==> src/core/mbi_pkg.sv <==
// package for the main memory and rom bus interface
// assumes one 200 MHz clock and firmware-driven configuration ports
package mbi_pkg;
   localparam int MBI_DATA_W = 16;
   localparam int MBI_ADDR_W = 24;
   localparam int MBI_MA_W = 12;
   // dram strobe timing in ns, converted to cycles at 5 ns
   localparam int MBI_CLK_NS = 5;
   localparam int MBI_T_RAS_CAS_NS = 20;
   localparam int MBI_T_CAS_NS = 15;
   localparam int MBI_T_PRE_NS = 10;
   localparam int MBI_RC_CYC =
      (MBI_T_RAS_CAS_NS + MBI_CLK_NS - 1) / MBI_CLK_NS;
   localparam int MBI_CAS_CYC = (MBI_T_CAS_NS + MBI_CLK_NS - 1) / MBI_CLK_NS;
   localparam int MBI_PRE_CYC = (MBI_T_PRE_NS + MBI_CLK_NS - 1) / MBI_CLK_NS;
   localparam int MBI_CNT_W = 4;
   // address fields
   localparam int MBI_ROW_LSB = 12;
   localparam int MBI_BANK_BIT = 23;
   localparam logic [7:0] MBI_BOOT_SEG = 8'hFF;
   localparam logic [7:0] MBI_SEG_0F = 8'h0F;
   localparam logic [7:0] MBI_SEG_0E = 8'h0E;
   localparam logic [7:0] MBI_SEG_0D = 8'h0D;
   localparam logic [7:0] MBI_SEG_0C = 8'h0C;
   localparam logic [7:0] MBI_SEG_0A = 8'h0A;
   localparam int MBI_SEG_LSB = 16;
   // inactive pin levels
   localparam logic [3:0] MBI_STRB4_OFF = 4'hF;
   localparam logic [1:0] MBI_STRB2_OFF = 2'h3;

   // cycle kinds presented by the cpu side
   typedef enum logic [1:0]
   {
      MBI_CYC_MAIN = 2'b00,
      MBI_CYC_EXT = 2'b01,
      MBI_CYC_INTIO = 2'b10
   } mbi_kind_t;

   // one access request
   typedef struct packed
   {
      logic [23:0] addr;
      logic [15:0] wdata;
      logic write;
      logic [1:0] byte_en;
      mbi_kind_t kind;
   } mbi_req_t;

   // rom decode setup
   typedef struct packed
   {
      logic bios_paged;
      logic [4:0] bios_range_en;
      logic os_paged;
      logic [7:0] os_seg;
      logic os_win_hit;
      logic bios_win_hit;
   } mbi_rom_cfg_t;
endpackage

==> src/core/mbi_rom_decode.sv <==
// rom chip select decoder, combinational
// assumes addresses are stable while a cycle is in flight
`timescale 1ns/1ps
module mbi_rom_decode
   import mbi_pkg::*;
(
   // request address and setup
   input wire logic [23:0] addr_i,
   input wire logic active_i,
   input wire mbi_rom_cfg_t cfg_i,
   // selects, active high here
   output logic bios_hit_o,
   output logic os_hit_o
);
   logic [7:0] seg;
   logic direct_bios;
   assign seg = addr_i[MBI_SEG_LSB +: 8];
   // enabled fixed ranges for direct bios mapping
   assign direct_bios = (cfg_i.bios_range_en[0] && seg == MBI_SEG_0F)
      || (cfg_i.bios_range_en[1] && seg == MBI_SEG_0E)
      || (cfg_i.bios_range_en[2] && seg == MBI_SEG_0D)
      || (cfg_i.bios_range_en[3] && seg == MBI_SEG_0C)
      || (cfg_i.bios_range_en[4] && seg == MBI_SEG_0A);
   // boot segment always selects bios; paged mode uses window hit
   assign bios_hit_o = active_i && ((seg == MBI_BOOT_SEG)
      || (cfg_i.bios_paged ? cfg_i.bios_win_hit
      : direct_bios));
   assign os_hit_o = active_i && (cfg_i.os_paged ? cfg_i.os_win_hit
      : (seg == cfg_i.os_seg));
endmodule

==> src/core/mbi_mem_if.sv <==
// main memory and rom bus interface, pin side
// assumes one synchronous active-low reset and a single requester
`timescale 1ns/1ps
module mbi_mem_if
   import mbi_pkg::*;
#(
   parameter int DATA_W = MBI_DATA_W
)
(
   // clock and reset
   input wire logic clock_i,
   input wire logic rst_b_i,
   // configuration from firmware
   input wire logic sram_mode_i,
   input wire mbi_rom_cfg_t rom_cfg_i,
   // request side
   input wire logic req_valid_i,
   input wire mbi_req_t req_i,
   output logic req_ready_o,
   output logic done_o,
   output logic [DATA_W-1:0] rdata_o,
   // memory pins
   output logic [MBI_MA_W-1:0] mem_addr_lines_o,
   output logic [11:0] sys_addr_lower_o,
   output logic [1:0] row_strobe_n_o,
   output logic col_strobe_bank1_hi_o,
   output logic col_strobe_bank1_lo_o,
   output logic col_strobe_bank0_hi_o,
   output logic col_strobe_bank0_lo_o,
   output logic mem_write_strobe_n_o,
   output logic bios_rom_select_n_o,
   output logic os_rom_select_n_o,
   // data bus, enable low while driving
   input wire logic [DATA_W-1:0] sys_data_bus_i,
   output logic [DATA_W-1:0] sys_data_bus_o,
   output logic sys_data_bus_oe_n_o
);
   typedef enum logic [2:0]
   {
      MBI_IDLE = 3'b000,
      MBI_ROW = 3'b001,
      MBI_COL = 3'b010,
      MBI_PRE = 3'b011,
      MBI_SRAM = 3'b100
   } mbi_state_t;

   mbi_state_t state_r;
   mbi_req_t req_r;
   logic [MBI_CNT_W-1:0] cnt_r;
   logic bios_hit;
   logic os_hit;
   logic [3:0] cas_n_r;
   logic [3:0] byte_lane;
   logic bank;

   // strobe lane order: bank1 hi, bank1 lo, bank0 hi, bank0 lo
   function automatic logic [3:0] lanes(input logic bk, input logic [1:0] be);
      lanes = bk ? {be[1], be[0], 2'b00} : {2'b00, be[1], be[0]};
   endfunction

   assign bank = req_r.addr[MBI_BANK_BIT];
   assign byte_lane = lanes(bank, req_r.byte_en);
   assign col_strobe_bank1_hi_o = cas_n_r[3];
   assign col_strobe_bank1_lo_o = cas_n_r[2];
   assign col_strobe_bank0_hi_o = cas_n_r[1];
   assign col_strobe_bank0_lo_o = cas_n_r[0];

   mbi_rom_decode u_rom
   (
      .addr_i(req_i.addr),
      .active_i(req_valid_i && req_ready_o && req_i.kind == MBI_CYC_EXT),
      .cfg_i(rom_cfg_i),
      .bios_hit_o(bios_hit),
      .os_hit_o(os_hit)
   );

   // access sequencer; mode taken per cycle from firmware port
   always_ff @(posedge clock_i)
   begin
      if (!rst_b_i)
      begin
         state_r <= MBI_IDLE;
         req_r <= '0;
         cnt_r <= '0;
         req_ready_o <= 1'b0;
         done_o <= 1'b0;
      end
      else
      begin
         done_o <= 1'b0;
         case (state_r)
            MBI_IDLE:
            begin
               req_ready_o <= 1'b1;
               if (req_valid_i && req_ready_o)
               begin
                  req_r <= req_i;
                  req_ready_o <= 1'b0;
                  cnt_r <= '0;
                  if (req_i.kind == MBI_CYC_MAIN && !sram_mode_i)
                     state_r <= MBI_ROW;
                  else
                     state_r <= MBI_SRAM;
               end
            end
            MBI_ROW:
            begin
               cnt_r <= cnt_r + 1'b1;
               if (cnt_r == MBI_CNT_W'(MBI_RC_CYC - 1))
               begin
                  cnt_r <= '0;
                  state_r <= MBI_COL;
               end
            end
            MBI_COL:
            begin
               cnt_r <= cnt_r + 1'b1;
               if (cnt_r == MBI_CNT_W'(MBI_CAS_CYC - 1))
               begin
                  cnt_r <= '0;
                  state_r <= MBI_PRE;
               end
            end
            MBI_PRE:
            begin
               cnt_r <= cnt_r + 1'b1;
               if (cnt_r == MBI_CNT_W'(MBI_PRE_CYC - 1))
               begin
                  done_o <= 1'b1;
                  state_r <= MBI_IDLE;
               end
            end
            MBI_SRAM:
            begin
               cnt_r <= cnt_r + 1'b1;
               if (cnt_r == MBI_CNT_W'(MBI_CAS_CYC - 1))
               begin
                  done_o <= 1'b1;
                  state_r <= MBI_IDLE;
               end
            end
            default:
               state_r <= MBI_IDLE;
         endcase
      end
   end

   // row strobe held from row phase until precharge entry
   always_ff @(posedge clock_i)
   begin
      if (!rst_b_i)
         row_strobe_n_o <= MBI_STRB2_OFF;
      else if (state_r == MBI_IDLE && req_valid_i && req_ready_o
         && req_i.kind == MBI_CYC_MAIN && !sram_mode_i)
         row_strobe_n_o <= req_i.addr[MBI_BANK_BIT] ? 2'b01
            : 2'b10;
      else if (state_r == MBI_COL && cnt_r == MBI_CNT_W'(MBI_CAS_CYC - 1))
         row_strobe_n_o <= MBI_STRB2_OFF;
   end

   // column strobes in dram, byte selects in sram mode
   always_ff @(posedge clock_i)
   begin
      if (!rst_b_i)
         cas_n_r <= MBI_STRB4_OFF;
      else if (state_r == MBI_ROW && cnt_r == MBI_CNT_W'(MBI_RC_CYC - 1))
         cas_n_r <= ~byte_lane;
      else if (state_r == MBI_IDLE && req_valid_i && req_ready_o
         && req_i.kind == MBI_CYC_MAIN && sram_mode_i)
         cas_n_r <= ~lanes(req_i.addr[MBI_BANK_BIT],
            req_i.byte_en);
      else if ((state_r == MBI_COL || state_r == MBI_SRAM)
         && cnt_r == MBI_CNT_W'(MBI_CAS_CYC - 1))
         cas_n_r <= MBI_STRB4_OFF;
   end

   // address lines: row, then column, else unmultiplexed
   always_ff @(posedge clock_i)
   begin
      if (!rst_b_i)
      begin
         mem_addr_lines_o <= '0;
         sys_addr_lower_o <= '0;
      end
      else if (state_r == MBI_IDLE && req_valid_i && req_ready_o)
      begin
         sys_addr_lower_o <= req_i.addr[11:0];
         if (req_i.kind == MBI_CYC_MAIN && !sram_mode_i)
            mem_addr_lines_o <= req_i.addr[MBI_ROW_LSB +: MBI_MA_W];
         else if (req_i.kind == MBI_CYC_MAIN)
            mem_addr_lines_o <= req_i.addr[23:12];
         else
            mem_addr_lines_o <= {req_i.addr[12], req_i.addr[13],
               req_i.addr[23:14]};
      end
      else if (state_r == MBI_ROW && cnt_r == MBI_CNT_W'(MBI_RC_CYC - 1))
         mem_addr_lines_o <= {1'b0, req_r.addr[11:1]};
   end

   // write strobe and data direction
   always_ff @(posedge clock_i)
   begin
      if (!rst_b_i)
      begin
         mem_write_strobe_n_o <= 1'b1;
         sys_data_bus_o <= '0;
         sys_data_bus_oe_n_o <= 1'b1;
      end
      else if (state_r == MBI_IDLE && req_valid_i && req_ready_o)
      begin
         sys_data_bus_o <= DATA_W'(req_i.wdata);
         sys_data_bus_oe_n_o <= !req_i.write;
         mem_write_strobe_n_o <= !(req_i.write
            && req_i.kind == MBI_CYC_MAIN);
      end
      else if (done_o || state_r == MBI_PRE)
      begin
         mem_write_strobe_n_o <= 1'b1;
         sys_data_bus_oe_n_o <= 1'b1;
      end
   end

   // rom selects registered with the cycle; read data capture
   always_ff @(posedge clock_i)
   begin
      if (!rst_b_i)
      begin
         bios_rom_select_n_o <= 1'b1;
         os_rom_select_n_o <= 1'b1;
         rdata_o <= '0;
      end
      else
      begin
         if (state_r == MBI_IDLE && req_valid_i && req_ready_o)
         begin
            bios_rom_select_n_o <= !bios_hit;
            os_rom_select_n_o <= !(os_hit && !bios_hit);
         end
         else if (state_r == MBI_SRAM && cnt_r == MBI_CNT_W'(MBI_CAS_CYC - 1))
         begin
            bios_rom_select_n_o <= 1'b1;
            os_rom_select_n_o <= 1'b1;
         end
         if (!req_r.write && ((state_r == MBI_COL || state_r == MBI_SRAM)
            && cnt_r == MBI_CNT_W'(MBI_CAS_CYC - 1)))
            rdata_o <= sys_data_bus_i;
      end
   end
endmodule

==> config.mk <==
export PLATFORM = sky130hd
export DESIGN_NAME = mbi_mem_if
export DESIGN_NICKNAME = d
export VERILOG_FILES = /design/src/core/mbi_pkg.sv /design/src/core/mbi_rom_decode.sv /design/src/core/mbi_mem_if.sv
export SDC_FILE = /design/constraint.sdc
export NUM_CORES = 1
export LEC_CHECK = 0
export BUFFER_PORTS_ARGS = -buffer_cell sky130_fd_sc_hd__buf_2
export CAP_MARGIN = 10
export CORE_MARGIN = 2
export CORE_UTILIZATION = 50
export CTS_BUF_LIST = sky130_fd_sc_hd__clkbuf_8
export DETAILED_ROUTE_END_ITERATION = 16
export PLACE_DENSITY_LB_ADDON = 0.3
export SLEW_MARGIN = 0
export SYNTH_ARGS = -nofsm -noshare
export SYNTH_HDL_FRONTEND = slang
export SYNTH_SLANG_ARGS = --single-unit
==> constraint.sdc <==
create_clock -name clock_i -period 2.55 [get_ports clock_i]
set_input_delay 0.255 -clock clock_i [delete_from_list [all_inputs] [get_ports clock_i]]
set_output_delay 0.255 -clock clock_i [all_outputs]
set_load 0.03 [all_outputs]
Word-level counts from Yosys, hierarchy flattened
Index checks and enable logic that the tools add are counted.
{ "op_classes": {"reduce_logical": 47, "add_sub_neg": 1, "muxes": 35, "bitwise": 2, "n_eq_ne": 20} }
{ "op_table": {"columns": ["operator", "n"], "rows": [
  ["2-to-1 mux 12 bit", 4],
  ["== test 8 x 4 -> 1 bit (second input constant)", 5],
  ["2-to-1 mux 4 bit", 8],
  ["logical AND 1 bit", 22],
  ["2-to-1 mux 3 bit", 6],
  ["case mux 4 bit (4 select lines)", 1],
  ["case mux 3 bit (5 select lines)", 1],
  ["2-to-1 mux 1 bit", 11],
  ["== test 4 x 2 -> 1 bit (second input constant)", 2],
  ["== test 8 bit", 1],
  ["== test 8 bit (second input constant)", 1],
  ["!= test 2 bit (second input constant)", 4],
  ["NOT 4 bit", 2],
  ["nonzero test 2 bit", 4],
  ["logical OR 1 bit", 7],
  ["== test 3 x 2 -> 1 bit (second input constant)", 2],
  ["zero test 1 bit", 6],
  ["2-to-1 mux 2 bit", 3],
  ["AND reduction 5 bit", 1],
  ["adder 4 x 1 -> 4 bit (second input constant)", 1],
  ["== test 4 x 1 -> 1 bit (second input constant)", 1],
  ["AND reduction 2 bit", 2],
  ["nonzero test 4 bit", 1],
  ["== test 3 x 1 -> 1 bit (second input constant)", 1],
  ["8 further kinds", 8]
]} }
{ "totals": {"wordCells": 122, "ff_bits": 102, "inputBits": 82} }

Longest topological paths before layout
{ "logic_depth": {"depth_word": 13, "ltp_mapped": 9, "mapped_depth_nobuf": 7} }

Modules after synthesis
From an unflattened synthesis, not the netlist that was laid out.
{ "hier_totals": {"cells_unflattened": 458, "area_unflattened_um2": 4191.5} }
{ "by_module_without_submodules": {"columns": ["module", "cells_per_inst", "n_inst", "area_each_um2"], "rows": [
  ["mbi_mem_if", 431, 1, 3990.1],
  ["mbi_rom_decode", 27, 1, 201.4]
]} }

Least setup slack after synthesis
No wires, ideal clock.
{ "synth_path": {"kind": "reg-to-reg", "from": "register cnt_r[0]", "to": "register rdata_o[6]", "setup_time_ps": 128, "n_path_buf": 2, "stages_incl_launch_ff": 10, "synth_period_minus_slack_ps": 1872, "path_slack_ps": 678, "arrival_time_ps": 1744, "cell_sequence": "dfxtp_1 -> inv_1 -> ha_1 -> or4b_4 -> a21oi_2 -> and2b_1 -> buf_6 -> buf_12 -> mux2i_1 -> nor2_1"} }
{ "synth_via": {"elab_chain_len": 3} }
{ "synth_rtl": {"columns": ["element", "line_no", "text"], "rows": [
  ["from (decl)", "mbi_mem_if.sv:49", "logic [MBI_CNT_W-1:0] cnt_r;"],
  ["from (signal assigned)", "mbi_mem_if.sv:108", "cnt_r <= cnt_r + 1'b1;"],
  ["from (signal assigned)", "mbi_mem_if.sv:117", "cnt_r <= cnt_r + 1'b1;"],
  ["from (signal assigned)", "mbi_mem_if.sv:126", "cnt_r <= cnt_r + 1'b1;"],
  ["== test 4 x 2 -> 1 bit", "mbi_mem_if.sv:245", "&& cnt_r == MBI_CNT_W'(MBI_CAS_CYC - 1)))"],
  ["logical AND 1 bit", "mbi_mem_if.sv:245", null],
  ["logical AND 1 bit", "mbi_mem_if.sv:244", "if (!req_r.write && ((state_r == MBI_COL || state_r == MBI_SRAM)"],
  ["to (signal assigned)", "mbi_mem_if.sv:246", "rdata_o <= sys_data_bus_i;"],
  ["to (decl)", "mbi_mem_if.sv:21", "output logic [DATA_W-1:0] rdata_o,"]
]} }
No other way between the ends.
A chain may end at the register's enable or synchronous reset.

Worst setup path in the final report
{ "layout_path": {"from": "register cnt_r[0]", "to": "register rdata_o[13]"} }
Same word-level chain as after synthesis.

==> results.md <==
Final layout:
- The area growth from synthesis to layout is 24.8%.
- The number of nets in the layout is 680.
- The library cell used most frequently in the layout, excluding fill and tap cells, is buf_2.
- After routing the design area is 4800 sq um.
- Counting the fill cells in the layout gives 631.
- The repair_antennas step left the layout with diodes totalling 0.
- The fraction of final layout cells sized beyond drive strength 1 is 30.3%.
- In the layout the commonest cells are 149 x buf_2, 112 x nand2_1, 90 x dfxtp_1, 49 x a21oi_1, 29 x nor2_1.
- The non-filler instance count after layout is 699.

Place:
- The count of buffers inserted at the top-level ports is 149.
- The standard cell area after detailed placement is 4610 sq um.
- The congestion estimate from routability-driven global placement came to 0.894.
- Once placement completed, the tool counted placed cells totaling 683.
- The HPWL after detailed placement is 7400 um.

Global routing:
- The busiest layer in global routing is met2.
- The number of antenna violations at the first check in global routing is 0.
- In the global route stage, overall resource usage came out at 24.1%.
- The final global-route overflow total is 0.
- The via count of the first global-routing pass came to 3511.
- Global routing used 6.24% of the available met3 tracks.
- The global routing usage on met2 is 38.7%.
- The pin count of the biggest net entering global routing is 43.
- The met1 demand-to-capacity share in global routing is 31.6%.
- The first global-routing pass estimated 16400 um of wire.

Synth:
- The netlist area before placement is 3840 sq um.
- Sorting the synthesized cells by area gives the leading types as dfxtp_1 47%, nand2_1 11%, a21oi_1 6.4%.
- The flip-flop and latch count after synthesis is 90.
- In this run the mean area of a mapped cell was 8.33 sq um.
- Synthesis produced 461 cells.
- The number of nets handed over by synthesis was 546.
- The share of Yosys cell area claimed by the top area cell type is 46.9%.
- For this run, the leading register cell type out of synthesis is dfxtp_1.
- The number of enable flip-flop cells after synthesis is 0.
- The async set-or-reset flop fraction in the synthesized netlist is 0%.
- The post-synthesis sequential area ratio is 46.9%.
- The warning count from the yosys run is 0.
- Yosys mapped the design onto 41 distinct sky130hd cell types.
- Of all cell types, the one taking the most synthesized area is dfxtp_1.

Route:
- The number of iterations in the first detailed-routing pass is 4.
- The average detailed-routed wire length per instance is 14.5 um.
- For this block, the via count after detailed routing is 3713.
- The routed wire length is 10100 um.
- After detailed routing, the number of vias per cell comes to 5.31.
- The residual antenna-violating net count after detailed routing is 0.
- The remaining design rule violation count is 0.
- The detailed router finished its first iteration with 197 violations.

Clock network:
- The clock drives 90 sinks.
- After clock tree synthesis, the setup repair step added 0 buffers.
- In this run, post-CTS hold repair placed 0 buffers.
- The CTS root buffer is clkbuf_8.
- Counting the buffers created by CTS gives 9.
- The clock-pin transition on the worst setup and hold timing paths is 100 ps.
- The H-tree was split into 3 levels.
- In this run, post-CTS repair resized a total of 0 instances.
- The CTS tree is built.
- No sink is reached through more buffers than the 2 on the longest clock path.
- Clock latency on the worst-skew pair, taken at its later pin, is 370 ps.

Hold path:
- The worst hold path depth is 3.
- The launch instance of the worst min-delay path is req_i[21].
- The min-delay analysis places its worst path in the category input pin to flip-flop.

Setup path:
- STA classifies the critical path startpoint as a flip-flop.
- The worst path required time is 2780 ps.
- The length in cells of the worst reg-to-reg path is 8.
- The cell at the slowest stage of the critical path is or4b_4.
- The instance count on the critical path is 8.
- The beginning of the worst register-to-register path is cnt_r[0]$_SDFFE_PN0P_.
- The critical path's largest stage delay is 480 ps.
- Walking the worst path, the cells encountered are inv_1 > ha_1 > or4b_4 > a21oi_2 > and2b_1 > buf_4 > mux2i_1 > nor2_1.
- The startpoint-to-endpoint class of the critical path is flip-flop to flip-flop.
- The worst setup path is captured at a flip-flop.
- In this run the worst path has a maximum fanout of 16.
- The critical path contains buffers and inverters numbering 2 combined.
- The most critical setup path has its startpoint at cnt_r[0]$_SDFFE_PN0P_.
- The cell family contributing the most delay on the critical path is simple AND/OR/NAND/NOR gates.
- For the worst setup path, the data arrival time is 2330 ps.

STA:
- The final number of setup-violating endpoints is 0.
- The number of failing hold endpoints at the final stage is 0.
- The pin slew with the least headroom to its limit is 641 ps.
- The final period demand of the worst path is 2100 ps.
- The ratio of final minimum period to clock period is 82.5%.
- Across the routed clock network, the largest skew measured is 11.8 ps.
- The total negative slack for setup checks is 0 ps.
- The relative slew slack is 56.9%.
- The highest attainable clock frequency is 476 MHz.
- The number of max-slew violations in the final report came to 0.
- Setup repair after global routing left no endpoint under its margin.

Floorplanning:
- The die is 91.7 um wide.
- In this run the core area contains 31 standard-cell rows.
- The initial utilization of the core area, before any placement, comes to 52.4%.
- After floorplanning, the core was sized to cover 7330 sq um.
- From bottom edge to top edge, the die measures 91.7 um.
- The number of top-level pins is 150.
- The die area is 8400 sq um.

Run:
- Across the run, the number of max-cap violations was 0.

Power:
- The largest voltage drop on the vdd net is 0.000505 V.
- The static leakage is 2.03 nW.
- Power spread over the standard cell area amounts to 732 nW/um^2.

Run status:
- The run finished with clean final reports.
==> synth_stat cells, types with 4 or more instances <==
cell,count
a211oi_1,14
a21oi_1,49
a311oi_1,11
and3_1,6
buf_2,7
clkbuf_1,22
dfxtp_1,90
inv_1,6
mux2i_1,20
nand2_1,112
nand3b_1,4
nand4_1,8
nor2_1,29
nor2b_1,13
nor3_1,6
o21ai_0,14
o22ai_1,7
xnor2_1,9
==> report_power, final <==
| group | internal (mW) | switching, mW | leakage (nW) |
|---|---|---|---|
| sequential | 1.55 | 0.108 | 0.732 |
| combinational | 0.325 | 0.616 | 1.21 |
| clock | 0.369 | 0.542 | 0.0886 |
==> cell families after synthesis <==
group / synth area share [%]
xor gates and xnor gates: 2.51
DFF: 46.9
and+or+nand+nor: 23.1
adders and majority gates: 0.977
buffers and inverters: 4.95
AOI/OAI and AO/OA: 16.3
muxes: 5.21
==> per-layer routing <==
layer / vias up / routed length, um
li1: 1856 / -
met3: 12 / 863
met2: 152 / 4600
met4: 0 / 155
met5: - / 0
met1: 1693 / 4500
==> metrics by stage <==
step | hold slack, ps | power, mW | util (%) | worst slack [ps]
2_1_floorplan | 391 | 2.34 | - | 678
6_report | 110 | 3.51 | 65.4 | 447
3_3_place_gp | 439 | 2.62 | 62.9 | 553
3_5_place_dp | 443 | 2.63 | 62.9 | 476
5_1_grt | 105 | 3.70 | 65.4 | 327
4_1_cts | 97.5 | 3.54 | 65.4 | 469
==> state kept, by name, indices dropped and copies added, names as in the netlist <==
register	count
rdata_o	16
sys_data_bus_o	16
req_r	14
mem_addr_lines_o	12
sys_addr_lower_o	12
cas_n_r	4
cnt_r	4
state_r	3
row_strobe_n_o	2
bank	1
bios_rom_select_n_o	1
done_o	1
mem_write_strobe_n_o	1
os_rom_select_n_o	1
req_ready_o	1
sys_data_bus_oe_n_o	1
==> worst reg2reg max path: stages, from the launching register on <==
cell     delay [ps]
dfxtp_1         370
inv_1            70
ha_1            190
or4b_4          480
a21oi_2         140
and2b_1         140
buf_4           280
mux2i_1         250
nor2_1           60
==> cell type report <==
cell class                 count  area [sq um]  area share (%)
multi-input combinational    332          1860            38.7
sequential                    90          1800            37.6
timing repair buffer         156           811            16.9
clock buffer                   9           124            2.58
tap                           99           124            2.58
clock inverter                 7          57.6            1.20
inverter                       6          22.5           0.470
==> final timing paths <==
kind | end | slack [ps]
min reg2reg | sys_data_bus_o[10]$_SDFFE_PN0P_ | 460
max | rdata_o[13]$_SDFFE_PN0P_ | 450
min | sys_addr_lower_o[0]$_SDFFE_PN0P_ | 110
max reg2reg | rdata_o[13]$_SDFFE_PN0P_ | 450
(Power assumes the default switching activity.)
